==> src/include/qdsi_defs.vh <==
`ifndef QDSI_DEFS_VH
`define QDSI_DEFS_VH

// Serial word layout.
`define QDSI_WORD_W        12
`define QDSI_DATA_W        8
`define QDSI_SEL_HI_BIT    11
`define QDSI_SEL_LO_BIT    10
`define QDSI_CMD_HI_BIT    9
`define QDSI_CMD_LO_BIT    8
`define QDSI_DATA_MSB      7

// Command codes, high bit then low bit.
`define QDSI_CMD_SPECIAL   2'b00
`define QDSI_CMD_INPUT     2'b01
`define QDSI_CMD_COPY      2'b10
`define QDSI_CMD_BOTH      2'b11

// Channel selects used by the phase commands.
`define QDSI_SEL_PHASE1    2'b11
`define QDSI_SEL_PHASE0    2'b10

// Output phase modes and the value after reset.
`define QDSI_MODE_FALL     1'b0
`define QDSI_MODE_RISE     1'b1
`define QDSI_MODE_RESET    1'b1

// Register byte offsets.
`define QDSI_OFS_CTRL      12'h000
`define QDSI_OFS_STATUS    12'h004
`define QDSI_OFS_INPUT     12'h008
`define QDSI_OFS_DAC       12'h00c
`define QDSI_OFS_LASTWORD  12'h010
`define QDSI_OFS_CMDCOUNT  12'h014

// Control register fields.
`define QDSI_CTRL_CLEAR    0
`define QDSI_CTRL_LOAD     1

// Status register fields.
`define QDSI_STAT_MODE     0
`define QDSI_STAT_CS       1
`define QDSI_STAT_LOAD     2
`define QDSI_STAT_CLEAR    3
`define QDSI_STAT_CMDS_LSB 4

// Reset values.
`define QDSI_CODE_RESET    8'h00
`define QDSI_WORD_RESET    12'h000
`define QDSI_COUNT_RESET   16'h0000

`endif

==> src/logic/qdsi_shifter.v <==
`timescale 1ns/1ps
`include "qdsi_defs.vh"

module qdsi_shifter #(
    parameter WORD_W = 12
) (
    input  wire              clk,
    input  wire              rst_n,
    input  wire              sclk_rise,
    input  wire              sclk_fall,
    input  wire              selected,
    input  wire              din,
    input  wire              mode,
    output reg  [WORD_W-1:0] word,
    output reg               dout
);

    reg msb_hold_r;

    always @(posedge clk or negedge rst_n) begin
        if (!rst_n) begin
            word       <= `QDSI_WORD_RESET;
            msb_hold_r <= 1'b0;
            dout       <= 1'b0;
        end else if (selected) begin
            if (sclk_rise) begin
                word       <= {word[WORD_W-2:0], din};
                msb_hold_r <= word[WORD_W-1];
                if (mode == `QDSI_MODE_RISE) begin
                    dout <= word[WORD_W-1];
                end
            end
            // The bit leaving the register is kept so mode 0 shows it half a clock later.
            if (sclk_fall && mode == `QDSI_MODE_FALL) begin
                dout <= msb_hold_r;
            end
        end
    end

endmodule

==> src/logic/qdsi_sync.v <==
`timescale 1ns/1ps

module qdsi_sync #(
    parameter WIDTH = 1,
    parameter [WIDTH-1:0] INIT = {WIDTH{1'b0}}
) (
    input  wire             clk,
    input  wire             rst_n,
    input  wire [WIDTH-1:0] din,
    output reg  [WIDTH-1:0] dout
);

    reg [WIDTH-1:0] meta_r;

    // Two flops; only the second stage is ever read.
    always @(posedge clk or negedge rst_n) begin
        if (!rst_n) begin
            meta_r <= INIT;
            dout   <= INIT;
        end else begin
            meta_r <= din;
            dout   <= meta_r;
        end
    end

endmodule

==> src/logic/qdsi_top.v <==
// The APB register port and the placing of the registers were decided locally.
`timescale 1ns/1ps
`include "qdsi_defs.vh"

// Notes on behaviour
// - Reset clears shifter and all code registers.
// - Output phase defaults to rising edge.
// - Words are twelve bits, most significant first.
// - Sixteen-bit words drop their first four bits.
// - Bits shift out while bits shift in.
// - Input sampled on rising clock when selected.
// - Output shows each bit twelve clocks later in mode 1.
// - Deselected interface ignores clock, holds output.
// - Serial output is always driven.
// - Commands execute only at select release.
// - Low load pin copies inputs into outputs.
// - Low clear pin zeroes all code registers.
// - Code 01 loads selected input register only.
// - Code 11 loads selected input and output.
// - Code 00, select low zero, loads all outputs.
// - Code 00, select low one, does nothing.
// - Code 10, select high zero, copies all.
// - Code 10, select 11, rising phase, copies.
// - Code 10, select 10, falling phase, copies.
// - Phase stays until reset or other command.
// - Output registers transparent while load low.
// - Mode 0 lags 12.5 clocks, mode 1 twelve.

module qdsi_top #(
    parameter CNT_W = 16
) (
    input  wire        pclk,
    input  wire        presetn,
    input  wire        psel,
    input  wire        penable,
    input  wire        pwrite,
    input  wire [11:0] paddr,
    input  wire [31:0] pwdata,
    output reg  [31:0] prdata,
    output wire        pready,
    output reg         pslverr,
    input  wire        sclk,
    input  wire        cs_n,
    input  wire        serial_in,
    output wire        serial_out,
    input  wire        load_outputs_n,
    input  wire        clear_all_n,
    output wire [7:0]  dac_a_code,
    output wire [7:0]  dac_b_code,
    output wire [7:0]  dac_c_code,
    output wire [7:0]  dac_d_code,
    output wire        phase_mode
);

    ////////////////////////////////////////////////////////////////////////////////
    // Pin synchronisers.

    wire [4:0] pins_s;
    wire       sclk_s;
    wire       cs_n_s;
    wire       din_s;
    wire       load_n_s;
    wire       clear_n_s;

    qdsi_sync #(
        .WIDTH (5),
        .INIT  (5'b11110)
    ) u_sync (
        .clk   (pclk),
        .rst_n (presetn),
        .din   ({clear_all_n, load_outputs_n, cs_n, serial_in, sclk}),
        .dout  (pins_s)
    );

    assign sclk_s    = pins_s[0];
    assign din_s     = pins_s[1];
    assign cs_n_s    = pins_s[2];
    assign load_n_s  = pins_s[3];
    assign clear_n_s = pins_s[4];

    reg sclk_d_r;
    reg cs_n_d_r;

    always @(posedge pclk or negedge presetn) begin
        if (!presetn) begin
            sclk_d_r <= 1'b0;
            cs_n_d_r <= 1'b1;
        end else begin
            sclk_d_r <= sclk_s;
            cs_n_d_r <= cs_n_s;
        end
    end

    wire sclk_rise = sclk_s & ~sclk_d_r;
    wire sclk_fall = ~sclk_s & sclk_d_r;
    wire cs_rise   = cs_n_s & ~cs_n_d_r;
    // Edges are only honoured while the device is selected.
    wire selected  = ~cs_n_s & ~cs_n_d_r;

    ////////////////////////////////////////////////////////////////////////////////
    // Serial shifter.

    wire [`QDSI_WORD_W-1:0] word;
    reg                     mode_r;

    qdsi_shifter #(
        .WORD_W    (`QDSI_WORD_W)
    ) u_shift (
        .clk       (pclk),
        .rst_n     (presetn),
        .sclk_rise (sclk_rise),
        .sclk_fall (sclk_fall),
        .selected  (selected),
        .din       (din_s),
        .mode      (mode_r),
        .word      (word),
        .dout      (serial_out)
    );

    ////////////////////////////////////////////////////////////////////////////////
    // Command decode.

    wire [1:0]              cmd  = {word[`QDSI_CMD_HI_BIT], word[`QDSI_CMD_LO_BIT]};
    wire [1:0]              sel  = {word[`QDSI_SEL_HI_BIT], word[`QDSI_SEL_LO_BIT]};
    wire [`QDSI_DATA_W-1:0] data = word[`QDSI_DATA_MSB:0];

    function chan_hit;
        input [1:0] s;
        input [1:0] idx;
        begin
            chan_hit = (s == idx);
        end
    endfunction

    ////////////////////////////////////////////////////////////////////////////////
    // Bus write strobes.

    wire apb_access = psel & penable;
    wire apb_wr     = apb_access & pwrite;
    wire soft_clear = apb_wr & (paddr == `QDSI_OFS_CTRL) & pwdata[`QDSI_CTRL_CLEAR];
    wire soft_load  = apb_wr & (paddr == `QDSI_OFS_CTRL) & pwdata[`QDSI_CTRL_LOAD];

    ////////////////////////////////////////////////////////////////////////////////
    // Input and output code registers.

    reg [`QDSI_DATA_W-1:0]  in_r   [0:3];
    reg [`QDSI_DATA_W-1:0]  dac_r  [0:3];
    reg [`QDSI_DATA_W-1:0]  in_nxt [0:3];
    reg [`QDSI_DATA_W-1:0]  dac_nxt[0:3];
    reg                     mode_nxt;
    reg                     exec;
    integer                 i;
    integer                 j;

    always @* begin
        mode_nxt = mode_r;
        exec     = cs_rise;
        for (i = 0; i < 4; i = i + 1) begin
            in_nxt[i]  = in_r[i];
            dac_nxt[i] = dac_r[i];
        end
        if (exec) begin
            case (cmd)
                `QDSI_CMD_INPUT: begin
                    for (i = 0; i < 4; i = i + 1) begin
                        if (chan_hit(sel, i[1:0])) begin
                            in_nxt[i] = data;
                        end
                    end
                end
                `QDSI_CMD_BOTH: begin
                    for (i = 0; i < 4; i = i + 1) begin
                        if (chan_hit(sel, i[1:0])) begin
                            in_nxt[i]  = data;
                            dac_nxt[i] = data;
                        end
                    end
                end
                `QDSI_CMD_SPECIAL: begin
                    if (!sel[0]) begin
                        for (i = 0; i < 4; i = i + 1) begin
                            dac_nxt[i] = data;
                        end
                    end
                    // A set low select bit makes this the no-operation command.
                end
                `QDSI_CMD_COPY: begin
                    for (i = 0; i < 4; i = i + 1) begin
                        dac_nxt[i] = in_r[i];
                    end
                    if (sel == `QDSI_SEL_PHASE1) begin
                        mode_nxt = `QDSI_MODE_RISE;
                    end else if (sel == `QDSI_SEL_PHASE0) begin
                        mode_nxt = `QDSI_MODE_FALL;
                    end
                end
                default: begin
                    mode_nxt = mode_r;
                end
            endcase
        end
        if (soft_load) begin
            for (i = 0; i < 4; i = i + 1) begin
                dac_nxt[i] = in_nxt[i];
            end
        end
        // Transparent path: a same-cycle input update reaches the output register too.
        if (!load_n_s) begin
            for (i = 0; i < 4; i = i + 1) begin
                dac_nxt[i] = in_nxt[i];
            end
        end
        if (!clear_n_s || soft_clear) begin
            for (i = 0; i < 4; i = i + 1) begin
                in_nxt[i]  = `QDSI_CODE_RESET;
                dac_nxt[i] = `QDSI_CODE_RESET;
            end
        end
    end

    always @(posedge pclk or negedge presetn) begin
        if (!presetn) begin
            mode_r <= `QDSI_MODE_RESET;
            for (j = 0; j < 4; j = j + 1) begin
                in_r[j]  <= `QDSI_CODE_RESET;
                dac_r[j] <= `QDSI_CODE_RESET;
            end
        end else begin
            mode_r <= mode_nxt;
            for (j = 0; j < 4; j = j + 1) begin
                in_r[j]  <= in_nxt[j];
                dac_r[j] <= dac_nxt[j];
            end
        end
    end

    assign dac_a_code = dac_r[0];
    assign dac_b_code = dac_r[1];
    assign dac_c_code = dac_r[2];
    assign dac_d_code = dac_r[3];
    assign phase_mode = mode_r;

    ////////////////////////////////////////////////////////////////////////////////
    // Executed-word history.

    reg [`QDSI_WORD_W-1:0] last_word_r;
    reg [CNT_W-1:0]        cmd_count_r;

    always @(posedge pclk or negedge presetn) begin
        if (!presetn) begin
            last_word_r <= `QDSI_WORD_RESET;
            cmd_count_r <= {CNT_W{1'b0}};
        end else if (exec) begin
            last_word_r <= word;
            cmd_count_r <= cmd_count_r + {{(CNT_W-1){1'b0}}, 1'b1};
        end
    end

    ////////////////////////////////////////////////////////////////////////////////
    // APB read side; zero wait states, unmapped addresses answer with an error.

    assign pready = 1'b1;

    reg [31:0] rd_nxt;
    reg        err_nxt;

    always @* begin
        rd_nxt  = 32'h0000_0000;
        err_nxt = 1'b0;
        case (paddr)
            `QDSI_OFS_CTRL: begin
                rd_nxt = 32'h0000_0000;
            end
            `QDSI_OFS_STATUS: begin
                rd_nxt[`QDSI_STAT_MODE]  = mode_r;
                rd_nxt[`QDSI_STAT_CS]    = cs_n_s;
                rd_nxt[`QDSI_STAT_LOAD]  = load_n_s;
                rd_nxt[`QDSI_STAT_CLEAR] = clear_n_s;
            end
            `QDSI_OFS_INPUT: begin
                rd_nxt = {in_r[3], in_r[2], in_r[1], in_r[0]};
            end
            `QDSI_OFS_DAC: begin
                rd_nxt = {dac_r[3], dac_r[2], dac_r[1], dac_r[0]};
            end
            `QDSI_OFS_LASTWORD: begin
                rd_nxt[`QDSI_WORD_W-1:0] = last_word_r;
            end
            `QDSI_OFS_CMDCOUNT: begin
                rd_nxt[CNT_W-1:0] = cmd_count_r;
            end
            default: begin
                err_nxt = 1'b1;
            end
        endcase
    end

    // Data is registered in the setup cycle so it is stable for the access edge.
    always @(posedge pclk or negedge presetn) begin
        if (!presetn) begin
            prdata  <= 32'h0000_0000;
            pslverr <= 1'b0;
        end else if (psel && !penable) begin
            prdata  <= pwrite ? 32'h0000_0000 : rd_nxt;
            pslverr <= err_nxt;
        end else if (!psel) begin
            prdata  <= 32'h0000_0000;
            pslverr <= 1'b0;
        end
    end

endmodule

==> config.mk <==
export PLATFORM = sky130hd
export DESIGN_NAME = qdsi_top
export DESIGN_NICKNAME = d
export VERILOG_FILES = /design/src/logic/qdsi_shifter.v /design/src/logic/qdsi_sync.v /design/src/logic/qdsi_top.v
export VERILOG_INCLUDE_DIRS = /design/src /design/src/include
export SDC_FILE = /design/constraint.sdc
export NUM_CORES = 1
export LEC_CHECK = 0
export BUFFER_PORTS_ARGS = -buffer_cell sky130_fd_sc_hd__buf_4
export CAP_MARGIN = 10
export CORE_MARGIN = 2
export CORE_UTILIZATION = 30
export CTS_BUF_LIST = sky130_fd_sc_hd__clkbuf_8
export CTS_CLUSTER_DIAMETER = 150
export DETAILED_ROUTE_END_ITERATION = 12
export SLEW_MARGIN = 20
export SYNTH_ARGS = -nofsm -noshare
export SYNTH_HDL_FRONTEND = slang
export SYNTH_HIERARCHICAL = 1
export SYNTH_SLANG_ARGS = --single-unit
==> constraint.sdc <==
create_clock -name pclk -period 5.7 [get_ports pclk]
set_clock_uncertainty 0.05 [all_clocks]
set_input_delay 0 -clock pclk [delete_from_list [all_inputs] [get_ports pclk]]
set_output_delay 0 -clock pclk [all_outputs]
set_load 0.02 [all_outputs]
# Word level (Yosys, flattened, before mapping)
# Cells that the tools add are included.
# Widths: inputs -> output; s select.
classes:
  add_sub_neg: 1
  eq_ne: 19
  n_mux: 32
  n_bitwise: 14
  n_reduce_logical: 20
op_table:
  columns: ["cell", "n"]
  rows:
  - ["$mux 32", 11]
  - ["$pmux 32 s3", 1]
  - ["$mux 8", 8]
  - ["$pmux 16 s2", 1]
  - ["$pmux 8 s4", 1]
  - ["$ne 5x5->1 const B", 5]
  - ["$eq 12x4->1 const B", 2]
  - ["$eq 12x5->1 const B", 2]
  - ["$pmux 4 s5", 1]
  - ["$add 16x1->16 const B", 1]
  - ["$reduce_and 4->1", 4]
  - ["$eq 12x3->1 const B", 1]
  - ["$logic_not 12->1", 1]
  - ["$pmux 4 s3", 1]
  - ["$and 1x1->1", 9]
  - ["$eq 2x2->1 const B", 4]
  - ["$mux 1", 8]
  - ["$ne 6x6->1 const B", 1]
  - ["$reduce_and 3->1", 2]
  - ["$reduce_bool 2->1", 3]
  - ["$reduce_or 6->1", 1]
  - ["$not 1->1", 5]
  - ["$eq 2x1->1 const B", 2]
  - ["$logic_not 2->1", 2]
  - ["other kinds (7)", 9]
word_totals:
  regBits: 152
  out_inout_bits: 68
  wordCells: 106

# Longest topological paths before layout
# Gate-level depths: netlist (run 1).
logic_depth:
  ltp_word: 7
  ltp_mapped: 8
  mapped_depth_nobuf: 7

# Cells and area by module
# The synthesis (run 1) kept the hierarchy.
modules_own_cells:
  columns: ["mod", "n_inst", "cells_per_inst", "area_per_inst_um2"]
  rows:
  - ["qdsi_top", 1, 734, 6974.2]
  - ["qdsi_shifter", 1, 35, 571.8]
  - ["qdsi_sync", 1, 10, 260.2]

# Worst setup path after synthesis (run 1)
# No wires, ideal clock.
synth_path:
  path_kind: "register -> register"
  start: "reg u_sync.dout[2]"
  end: "reg dac_r (netlist bit dac_a_code[0])"
  setup_time_ns: 0.069
  arrival_time_ns: 1.905
  slack_ns: 3.675
  stages_incl_launch_ff: 8
  path_buffers: 2
  cell_sequence: "dfstp_2 nand2b_1 clkbuf_1 buf_1 nor4_1 a31o_4 o211ai_1 nand3_1"
synth_via:
  elab_chain_len: 5
  elab_cells_between_ends: 7
  cone_classes: "eq/ne (1); mux (4); bitwise (1); reduce/logical (1)"
synth_rtl:
  columns: ["item", "line_no", "rtl"]
  rows:
  - ["from (decl)", "qdsi_sync.v:10", "output reg [WIDTH-1:0] dout"]
  - ["from (signal assigned)", "qdsi_sync.v:22", "dout <= meta_r;"]
  - ["$and 1x1->1 (*)", "qdsi_top.v:96", "wire cs_rise = cs_n_s & ~cs_n_d_r;"]
  - ["$mux 32", "qdsi_top.v:162", "if (exec) begin"]
  - ["$mux 32", "qdsi_top.v:202", "if (soft_load) begin"]
  - ["$mux 32", "qdsi_top.v:208", "if (!load_n_s) begin"]
  - ["$mux 32", "qdsi_top.v:213", "if (!clear_n_s || soft_clear) begin"]
  - ["to (signal, indexed assignment)", "qdsi_top.v:226", "dac_r[j] <= `QDSI_CODE_RESET;"]
  - ["to (signal, indexed assignment)", "qdsi_top.v:232", "dac_r[j] <= dac_nxt[j];"]
  - ["to (decl)", "qdsi_top.v:147", "reg [`QDSI_DATA_W-1:0] dac_r [0:3];"]
# Mark *: on every way between the ends. The rest lies on a longest branch, timed or not.
# A chain may end at the register's enable or synchronous reset.

# Final worst setup path (run 1)
layout_path:
  start: "reg u_sync.dout[4]"
  end: "reg dac_r (netlist bit dac_a_code[7])"
layout_via:
  elab_chain_len: 4
  elab_cells_between_ends: 8
  cone_classes: "eq/ne (4); mux (1); reduce/logical (3)"
layout_rtl:
  columns: ["item", "line_no"]
  rows:
  - ["$logic_not 1->1 (*)", "qdsi_top.v:213"]
  - ["$logic_or 1x1->1 (*)", "qdsi_top.v:213"]
  - ["$ne 6x6->1 (no source line) (tied with other cells)", null]
  - ["$reduce_and 4->1 (no source line)", null]
# Marked as above.

==> impl_metrics.ini, run 1 <==
[routing]
vias_per_cell = 5.25
routed_wl_um = 22800
drtIter0Drc = 537
post_drt_wl_per_cell_um = 19.0
drtPass1Iterations = 5
via_count = 6295
drcViolationCount = 0
ant_nets = 0

[placement]
dp_hpwl_um = 15200
numPortBuffers = 90
gp_congestion = 0.828

[layout]
drive_gt1_frac = 0.222
synthToLayoutAreaGrowth_pct = 18.5
final_core_util = 0.358
diodes = 0
fin_nets = 911

[yosys]
ys_types = 54
synth_nets = 838
ys_seq_area_frac = 0.489
ys.warnings.count = 6
synth-async-reset-ratio = 1.00
syn_inst = 779
netlist_area_um2 = 7810
synth_seq_cells = 152
synth_flop_cell = dfrtp_1
synth_area_per_cell_um2 = 10.0
synth_edf_count = 0

[clock_network]
clock_path_buffers = 2
cts_tree = done
cts.htree.levels = 4
cts_inserted_buffers = 17
cts_resized = 0
root_buffer = clkbuf_8
cts.clk_slew.worst_paths_ps = 80
clock_latency_ps = 470
cts.sinks = 152

[timing]
setup_viol = 0
max_freq_mhz = 345
hold_viol_final = 0
rsz0062_at_grt = no
maxSlewViolCount = 0
whs_ps = 15.1
slew_headroom = 0.216
worst_pin_slew_ps = 1170
tns_ps = 0
finalCriticalPeriod_ps = 2900
post-route-period-util = 0.508

[setup_path]
cp.arrival_ps = 3250
slowest_delay_ps = 1130
critPathKind = reg -> reg
rrSetupSlack_ps = 2800
critPathLaunchType = flip-flop
crit_top_cell = nand2_1
worstPathRequired_ps = 6050
critPathCaptureType = flip-flop
crit_path_max_fanout = 43
path_cells = nand2_1, a211oi_1, nand2_1, nand3_1
worst_path_max_delay_cell = dfstp_2

[floorplan]
die_area_um2 = 27300
initial_core_util = 0.302
pin_count = 122
die-height_um = 165
coreArea_um2 = 25800
dieWidth_um = 165
rows = 59

[grt]
grt_pass1_vias = 6080
antenna_found_initial = 0
grt_overflow = 0
grt_max_degree = 82
grt_use_total = 0.171
grt_pass1_wl_um = 35600

[power_and_ir_drop]
p_leak_uw = 0.00403
p_per_area_nw_per_um2 = 256
peakVddDrop_v = 0.000151

[min_path]
min_path_type = in -> reg

[flow_run]
maxCapViolCount = 0

[outcome]
status = finished clean
[worst max-delay path: cells and delay by family, from the launching register on]
kind | cells | cell delay [ps]
simple gates | 3 | 680
flops | 1 | 1130
compound gates | 1 | 970
[sequential cells by signal (all words and copies together) (netlist names)]
name,flops
dac_a_code,8
cmd_count_r,16
u_shift/word,12
pslverr,1
sclk_d_r,1
cs_n_d_r,1
prdata,32
u_shift/msb_hold_r,1
u_sync/dout,5
dac_d_code,8
u_sync/meta_r,5
dac_b_code,8
u_shift/dout,1
dac_c_code,8
in_r,32
last_word_r,12
phase_mode,1
[cells in the mapped netlist (2+ instances only)]
master / instances / area share
a21oi_1: 47 / 0.030
a22oi_1: 13 / 0.013
ha_1: 5 / 0.0080
and2_1: 3 / 0.0024
nand4_1: 35 / 0.028
a222oi_1: 3 / 0.0038
a211oi_1: 4 / 0.0038
xnor2_1: 15 / 0.017
nand2b_1: 6 / 0.0048
nor2b_1: 6 / 0.0048
clkbuf_1: 27 / 0.013
dfrtp_1: 142 / 0.46
a31oi_4: 4 / 0.011
nand2_1: 141 / 0.068
mux2_1: 2 / 0.0029
dfstp_2: 10 / 0.034
nor3_1: 8 / 0.0051
mux2i_1: 59 / 0.076
or2_2: 2 / 0.0016
mux2_2: 8 / 0.012
nor4_1: 5 / 0.0040
nor4_2: 2 / 0.0032
o221ai_1: 8 / 0.0090
a211o_2: 5 / 0.0064
nand3_1: 42 / 0.027
a2111oi_0: 4 / 0.0045
buf_1: 5 / 0.0024
a31o_4: 4 / 0.0090
nor4b_1: 3 / 0.0034
buf_2: 8 / 0.0051
inv_1: 13 / 0.0063
o21ai_1: 26 / 0.017
nor2_1: 39 / 0.019
mux2_4: 8 / 0.015
buf_6: 6 / 0.0087
o211ai_1: 32 / 0.031
buf_4: 9 / 0.0087
nor4_4: 4 / 0.011
[metal layers]
layer	global-route usage	wire, um
met2	0.269	10900
met4	0.0568	537
met5	0	0
met1	0.238	10400
met3	0.0302	1030
[what timing repair did]
action,CTS,global route
endpoints found under the hold margin,86,0
hold buffers,9,0
setup buffers,0,0
[where the power goes]
part / switching, uW / internal [uW]
Sequential: 112 / 1140
Clock: 426 / 421
Combinational: 162 / 107
Total: 700 / 1670
[layout make-up]
| type | instances | area (um^2) |
|---|---|---|
| Tap cell | 335 | 419 |
| Timing Repair Buffer | 109 | 852 |
| Sequential cell | 152 | 3820 |
| Clock buffer | 20 | 275 |
| Multi-Input combinational cell | 559 | 3710 |
| Fill cell | 2599 | 16600 |
| Clock inverter | 12 | 126 |
| Inverter | 13 | 48.8 |
[stage by stage]
step	total power, uW	cells	setup slack, ps	instance area, um^2
after floorplan	1390	779	3680	7810
after global placement	1530	1158	2950	8710
after detailed placement	1540	1159	2900	8730
after CTS	2390	1200	2870	9220
after global routing	2470	1200	2620	9250
final	2370	1200	2800	9250
[final timing paths]
check / start / to / depth (start not counted)
min in group asynchronous: presetn / prdata[17] / 2
worst min register to register: u_sync/meta_r[0] / u_sync/dout[0] / 0
worst min-delay path: paddr[4] / prdata[2] / 4
worst max-delay path: u_sync/dout[4] / dac_a_code[7] / 4
max in group asynchronous: presetn / u_shift/word[5] / 3
worst max register to register: u_sync/dout[4] / dac_a_code[7] / 4
[cells in the final DEF (no fill, tap or decap), types with 9 or more instances in the layout]
cell type and n:
a21oi_1 47, dlygate4sd3_1 9, inv_1 15, o21ai_1 26, dfstp_2 10, a22oi_1 13, o211ai_1 32, nand2_1 140
xnor2_1 15, nor2_1 39, mux2i_1 59, clkbuf_8 20, dfrtp_1 142, nand4_1 35, nand3_1 41, buf_4 98
[cells by family after synthesis]
group	Yosys count	share of synthesized area
XOR/XNOR	15	0.0168
adder cells (fa/ha/maj)	5	0.00801
AND/OR/NAND/NOR	305	0.192
flip-flops	152	0.489
other	1	0.000480
multiplexers	77	0.105
AO/OA/AOI/OAI	156	0.145
buffers and inverters	68	0.0441
(Power assumes the default switching activity.)
==> run 2, diff against run 1 <==
==> constraint.sdc (replaced) <==
create_clock -name pclk -period 2.36 [get_ports pclk]
set_clock_uncertainty 0.05 [all_clocks]
set_input_delay 0 -clock pclk [delete_from_list [all_inputs] [get_ports pclk]]
set_output_delay 0 -clock pclk [all_outputs]
set_load 0.02 [all_outputs]
==> run 2 against run 1 <==
Effect of this change: maximum frequency rose by 30%; global-route usage grew 0.41 points; die area is the same; core utilization increased by 1.4 points; via count increased by 3.8%; wire length is 4.1% higher; sequential power up 130%; final cell count rose by 3.8%; register-to-register slack worse by 2700 ps; critical path depth up 1; sequential cell count unchanged; critical path type unchanged; largest power group unchanged.
==> impl_metrics.ini, run 2 (synthesis results as in run 1) <==
[flow_run]
maxCapViolCount = 0

[routing]
routed_wl_um = 23800
drcViolationCount = 0
via_count = 6537
ant_nets = 0
drtPass1Iterations = 7
drtIter0Drc = 466
vias_per_cell = 5.25
post_drt_wl_per_cell_um = 19.1

[clock_network]
cts.htree.levels = 4
clock_path_buffers = 2
cts.sinks = 152
cts_inserted_buffers = 17
cts.clk_slew.worst_paths_ps = 80
clock_latency_ps = 450
root_buffer = clkbuf_8
cts_tree = done

[grt]
grt_pass1_vias = 6228
grt_max_degree = 61
grt_use_total = 0.175
antenna_found_initial = 0
grt_pass1_wl_um = 36200
grt_overflow = 0

[placement]
numPortBuffers = 90
place_area_um2 = 9100
gp_congestion = 0.827
dp_hpwl_um = 16700
dp_cells = 1204

[timing]
post-route-period-util = 0.943
setup_viol = 0
hold_viol_final = 0
slew_headroom = 0.336
whs_ps = 12.9
finalCriticalPeriod_ps = 2230
maxSlewViolCount = 0
max_freq_mhz = 449
worst_pin_slew_ps = 994

[outcome]
status = finished clean

[layout]
fin_nets = 957
fin_cells = 1246
final_area_um2 = 9610
final_common_cell = dfrtp_1
diodes = 0
drive_gt1_frac = 0.258
fill_cells = 2613
reg_top3 = in_r x32, prdata x32, cmd_count_r x16
most-common-layout-cells = dfrtp_1 (142), nand2_1 (141), buf_4 (140)
synthToLayoutAreaGrowth_pct = 23.2

[floorplan]
rows = 59
dieWidth_um = 165
initial_core_util = 0.302
coreArea_um2 = 25800
die_area_um2 = 27300
pin_count = 122
die-height_um = 165

[power_and_ir_drop]
p_per_area_nw_per_um2 = 594
p_leak_uw = 0.00426
peakVddDrop_v = 0.000376

[setup_path]
startpoint = u_shift/word[10]
crit_path_max_fanout = 16
critPathLaunchType = flip-flop
critPathCaptureType = flip-flop
worstPathRequired_ps = 2700
cp.arrival_ps = 2560
slowest_delay_ps = 620
worst_path_max_delay_cell = a2111oi_1
r2r_start = u_shift/word[10]
critPathKind = reg -> reg
path_cells = or2_2, a2111oi_1, a211o_2, o211ai_1, nand3_1

[min_path]
min_from = paddr[4]
min_path_type = in -> reg
run 2: cell count changes in the layout (fill, tap and decap cells not counted), moves of 3 or more:
cell and delta:
buf_12 +4, a211oi_2 +3, inv_1 +3, buf_4 +42
run 2: repair_timing:
action | 4_1_cts | 5_1_grt
resized for setup | 3 | 4
endpoints found under the hold margin | 151 | 0
pin swaps | 0 | 1
setup buffers | 0 | 0
setup endpoints to repair | 21 | 20
hold buffers | 9 | 0
gates cloned | 0 | 1
run 2: worst max-delay path: cells and delay by family (launching register included):
| kind | cells | cell delay [ps] |
|---|---|---|
| simple gates | 2 | 470 |
| flops | 1 | 490 |
| compound gates | 3 | 1150 |
run 2: cell type report:
cell class                      instances  area (um^2)  area share
Clock buffer                           19          262      0.0272
Clock inverter                         13          115      0.0120
Inverter                               13         48.8     0.00508
Multi-Input combinational cell        560         3720       0.387
Sequential cell                       152         3820       0.397
Tap cell                              335          419      0.0436
Timing Repair Buffer                  154         1230       0.128
run 2: worst paths after layout:
path / end / slack (ps) / cells past startpoint
min: prdata[3] / 10 / 4
max: dac_a_code[1] / 130 / 5
min reg2reg: u_sync/dout[0] / 300 / 0
max in group asynchronous: cs_n_d_r / 1500 / 3
min in group asynchronous: prdata[17] / 40 / 2
max reg2reg: dac_a_code[1] / 130 / 5
run 2: report_power, final:
group / internal (uW) / switching (uW) / leakage [uW]
logic: 323 / 552 / 0.00200
clock network: 970 / 975 / 0.000211
registers: 2760 / 135 / 0.00206
total: 4050 / 1660 / 0.00426
run 2: through the flow:
stage	power, uW	setup slack (ps)	util	setup TNS (ps)
finish	5720	135	0.372	0
global placement	3790	-34.9	0.352	-149
floorplan	3350	335	-	0
CTS	5760	45.9	0.371	0
global route	5950	-12.7	0.372	-12.7
detailed placement	3800	-65.6	0.352	-611
run 2: layer usage:
| metal | GRT usage | vias up | share of wire |
|---|---|---|---|
| li1 | - | 3058 | - |
| met4 | 0.0513 | 0 | 0.020 |
| met1 | 0.238 | 3245 | 0.44 |
| met3 | 0.0352 | 29 | 0.060 |
| met2 | 0.282 | 205 | 0.48 |
| met5 | 0 | - | 0 |
==> run 3, diff against run 2 <==
--- a/config.mk
+++ b/config.mk
@@ -13,6 +13,7 @@
 export CTS_BUF_LIST = sky130_fd_sc_hd__clkbuf_8
 export CTS_CLUSTER_DIAMETER = 150
 export DETAILED_ROUTE_END_ITERATION = 12
+export PLACE_DENSITY = 0.54
 export SLEW_MARGIN = 20
 export SYNTH_ARGS = -nofsm -noshare
 export SYNTH_HDL_FRONTEND = slang
==> run 3 against run 2 <==
Effect of this change: critical path depth grew 1; first-iteration DRC count grew 8.2%; die area is the same; combinational power grew 2%; setup slack gained 22 ps; sequential share of layout area shrank 0.53 points; non-clock buffer count grew 4; largest power group unchanged.
==> impl_metrics.ini, run 3 (synthesis results as in run 1) <==
[outcome]
status = finished clean

[setup_path]
critPathLaunchType = flip-flop
path_cells = nand2b_1, buf_4, nor3_2, a31oi_4, nand4_1, nand3_1
critPathCaptureType = flip-flop
cp.arrival_ps = 2500
rrSetupSlack_ps = 160
worstPathRequired_ps = 2650
crit_family = simple AND/OR/NAND/NOR gates
crit_path_max_fanout = 8
critPathKind = reg -> reg
rr_worst_depth = 6
slowest_delay_ps = 580
path_buf_inv = 1
r2r_end = dac_d_code[5]
worst_path_max_delay_cell = dfstp_2
r2r_start = u_sync/dout[2]

[routing]
via_count = 6445
post_drt_wl_per_cell_um = 19.5
routed_wl_um = 24300
drcViolationCount = 0
vias_per_cell = 5.16
ant_nets = 0
drtPass1Iterations = 5
drtIter0Drc = 504

[layout]
most-common-layout-cells = dfrtp_1 (142), nand2_1 (141), buf_4 (139)
drive_gt1_frac = 0.264
final_common_cell = dfrtp_1
fin_cells = 1248
reg_top3 = in_r x32, prdata x32, cmd_count_r x16
fin_nets = 960
synthToLayoutAreaGrowth_pct = 24.8
diodes = 0

[timing]
setup_viol = 0
hold_viol_final = 0
tns_ps = 0
post-route-period-util = 0.934
maxSlewViolCount = 0
max_freq_mhz = 454
worst_pin_slew_ps = 768
slew_headroom = 0.488
finalCriticalPeriod_ps = 2200
rsz0062_at_grt = no
fin_ws_ps = 157
whs_ps = 26.2

[clock_network]
cts_inserted_buffers = 17
clock_path_buffers = 2
cts_tree = done
cts_setup_buffers = 0
cts.clk_slew.worst_paths_ps = 100
cts.sinks = 152
clock_latency_ps = 470
cts.htree.levels = 4
root_buffer = clkbuf_8

[placement]
gp_congestion = 0.828
pre_cts_ws_ps = -149
dp_cells = 1206
dp_hpwl_um = 16800
numPortBuffers = 90

[floorplan]
coreArea_um2 = 25800
rows = 59
dieWidth_um = 165
initial_core_util = 0.302
die_area_um2 = 27300
die-height_um = 165
pin_count = 122

[flow_run]
maxCapViolCount = 0

[power_and_ir_drop]
p_per_area_nw_per_um2 = 628
p_leak_uw = 0.00430
peakVddDrop_v = 0.000274
p_total_uw = 6120

[grt]
antenna_found_initial = 0
grt_max_degree = 88
grt_pass1_wl_um = 36900
grt_overflow = 0
grt_use_total = 0.181
grt_pass1_vias = 6189

[min_path]
min_path_type = in -> async
run 3: changes by cell type in the layout (fill, tap and decap cells not counted), sizes merged, moves of 2 or more:
cell,change
inv,-4
bufinv,+3
buf,+2
clkbuf,-2
clkinvlp,+2
dlygate4sd3,+2
run 3: metal layers:
layer,up-vias,routed length (um),GRT usage
met5,-,0,0
met4,0,503,0.0564
met3,31,1150,0.0352
met2,179,11400,0.284
met1,3188,11200,0.252
li1,3047,-,-
run 3: worst max path at each step:
| stage | from | cells past startpoint | to |
|---|---|---|---|
| floorplan | u_sync/dout[2] | 7 | dac_a_code[0] |
| global placement | cs_n_d_r | 7 | dac_a_code[0] |
| detailed placement | u_shift/word[9] | 8 | dac_b_code[4] |
| CTS | u_shift/word[9] | 8 | dac_b_code[4] |
| global route | u_sync/dout[2] | 7 | dac_a_code[1] |
| finish | u_sync/dout[2] | 6 | dac_d_code[5] |
run 3: repair_timing:
item | in CTS | in global routing
hold buffers | 11 | 0
endpoints found under the hold margin | 159 | 0
cloned | 0 | 0
resized for setup | 5 | 1
endpoints found under the setup margin | 32 | 5
run 3: final cells by class:
cell class | count | area [um^2]
clock buffer | 17 | 234
clock inverter | 14 | 225
fill | 2582 | 16100
inverter | 13 | 48.8
multi-input combinational | 559 | 3700
sequential | 152 | 3820
tap | 335 | 419
timing repair buffer | 158 | 1300
run 3: power breakdown:
part           switching, uW  leakage (uW)  internal, uW
Clock                   1070      0.000218          1260
Combinational            560       0.00202           329
Sequential               139       0.00206          2760
Total                   1770       0.00430          4350
run 3: worst register-to-register path: stages, from the launching register on:
cell	delay, ps
dfstp_2	580
nand2b_1	190
buf_4	220
nor3_2	510
a31oi_4	290
nand4_1	170
nand3_1	90
run 3: stage by stage:
stage	area [um^2]	utilization
floorplan	7810	-
global placement	9140	0.354
detailed placement	9150	0.354
CTS	9740	0.377
global route	9740	0.377
finish	9740	0.377
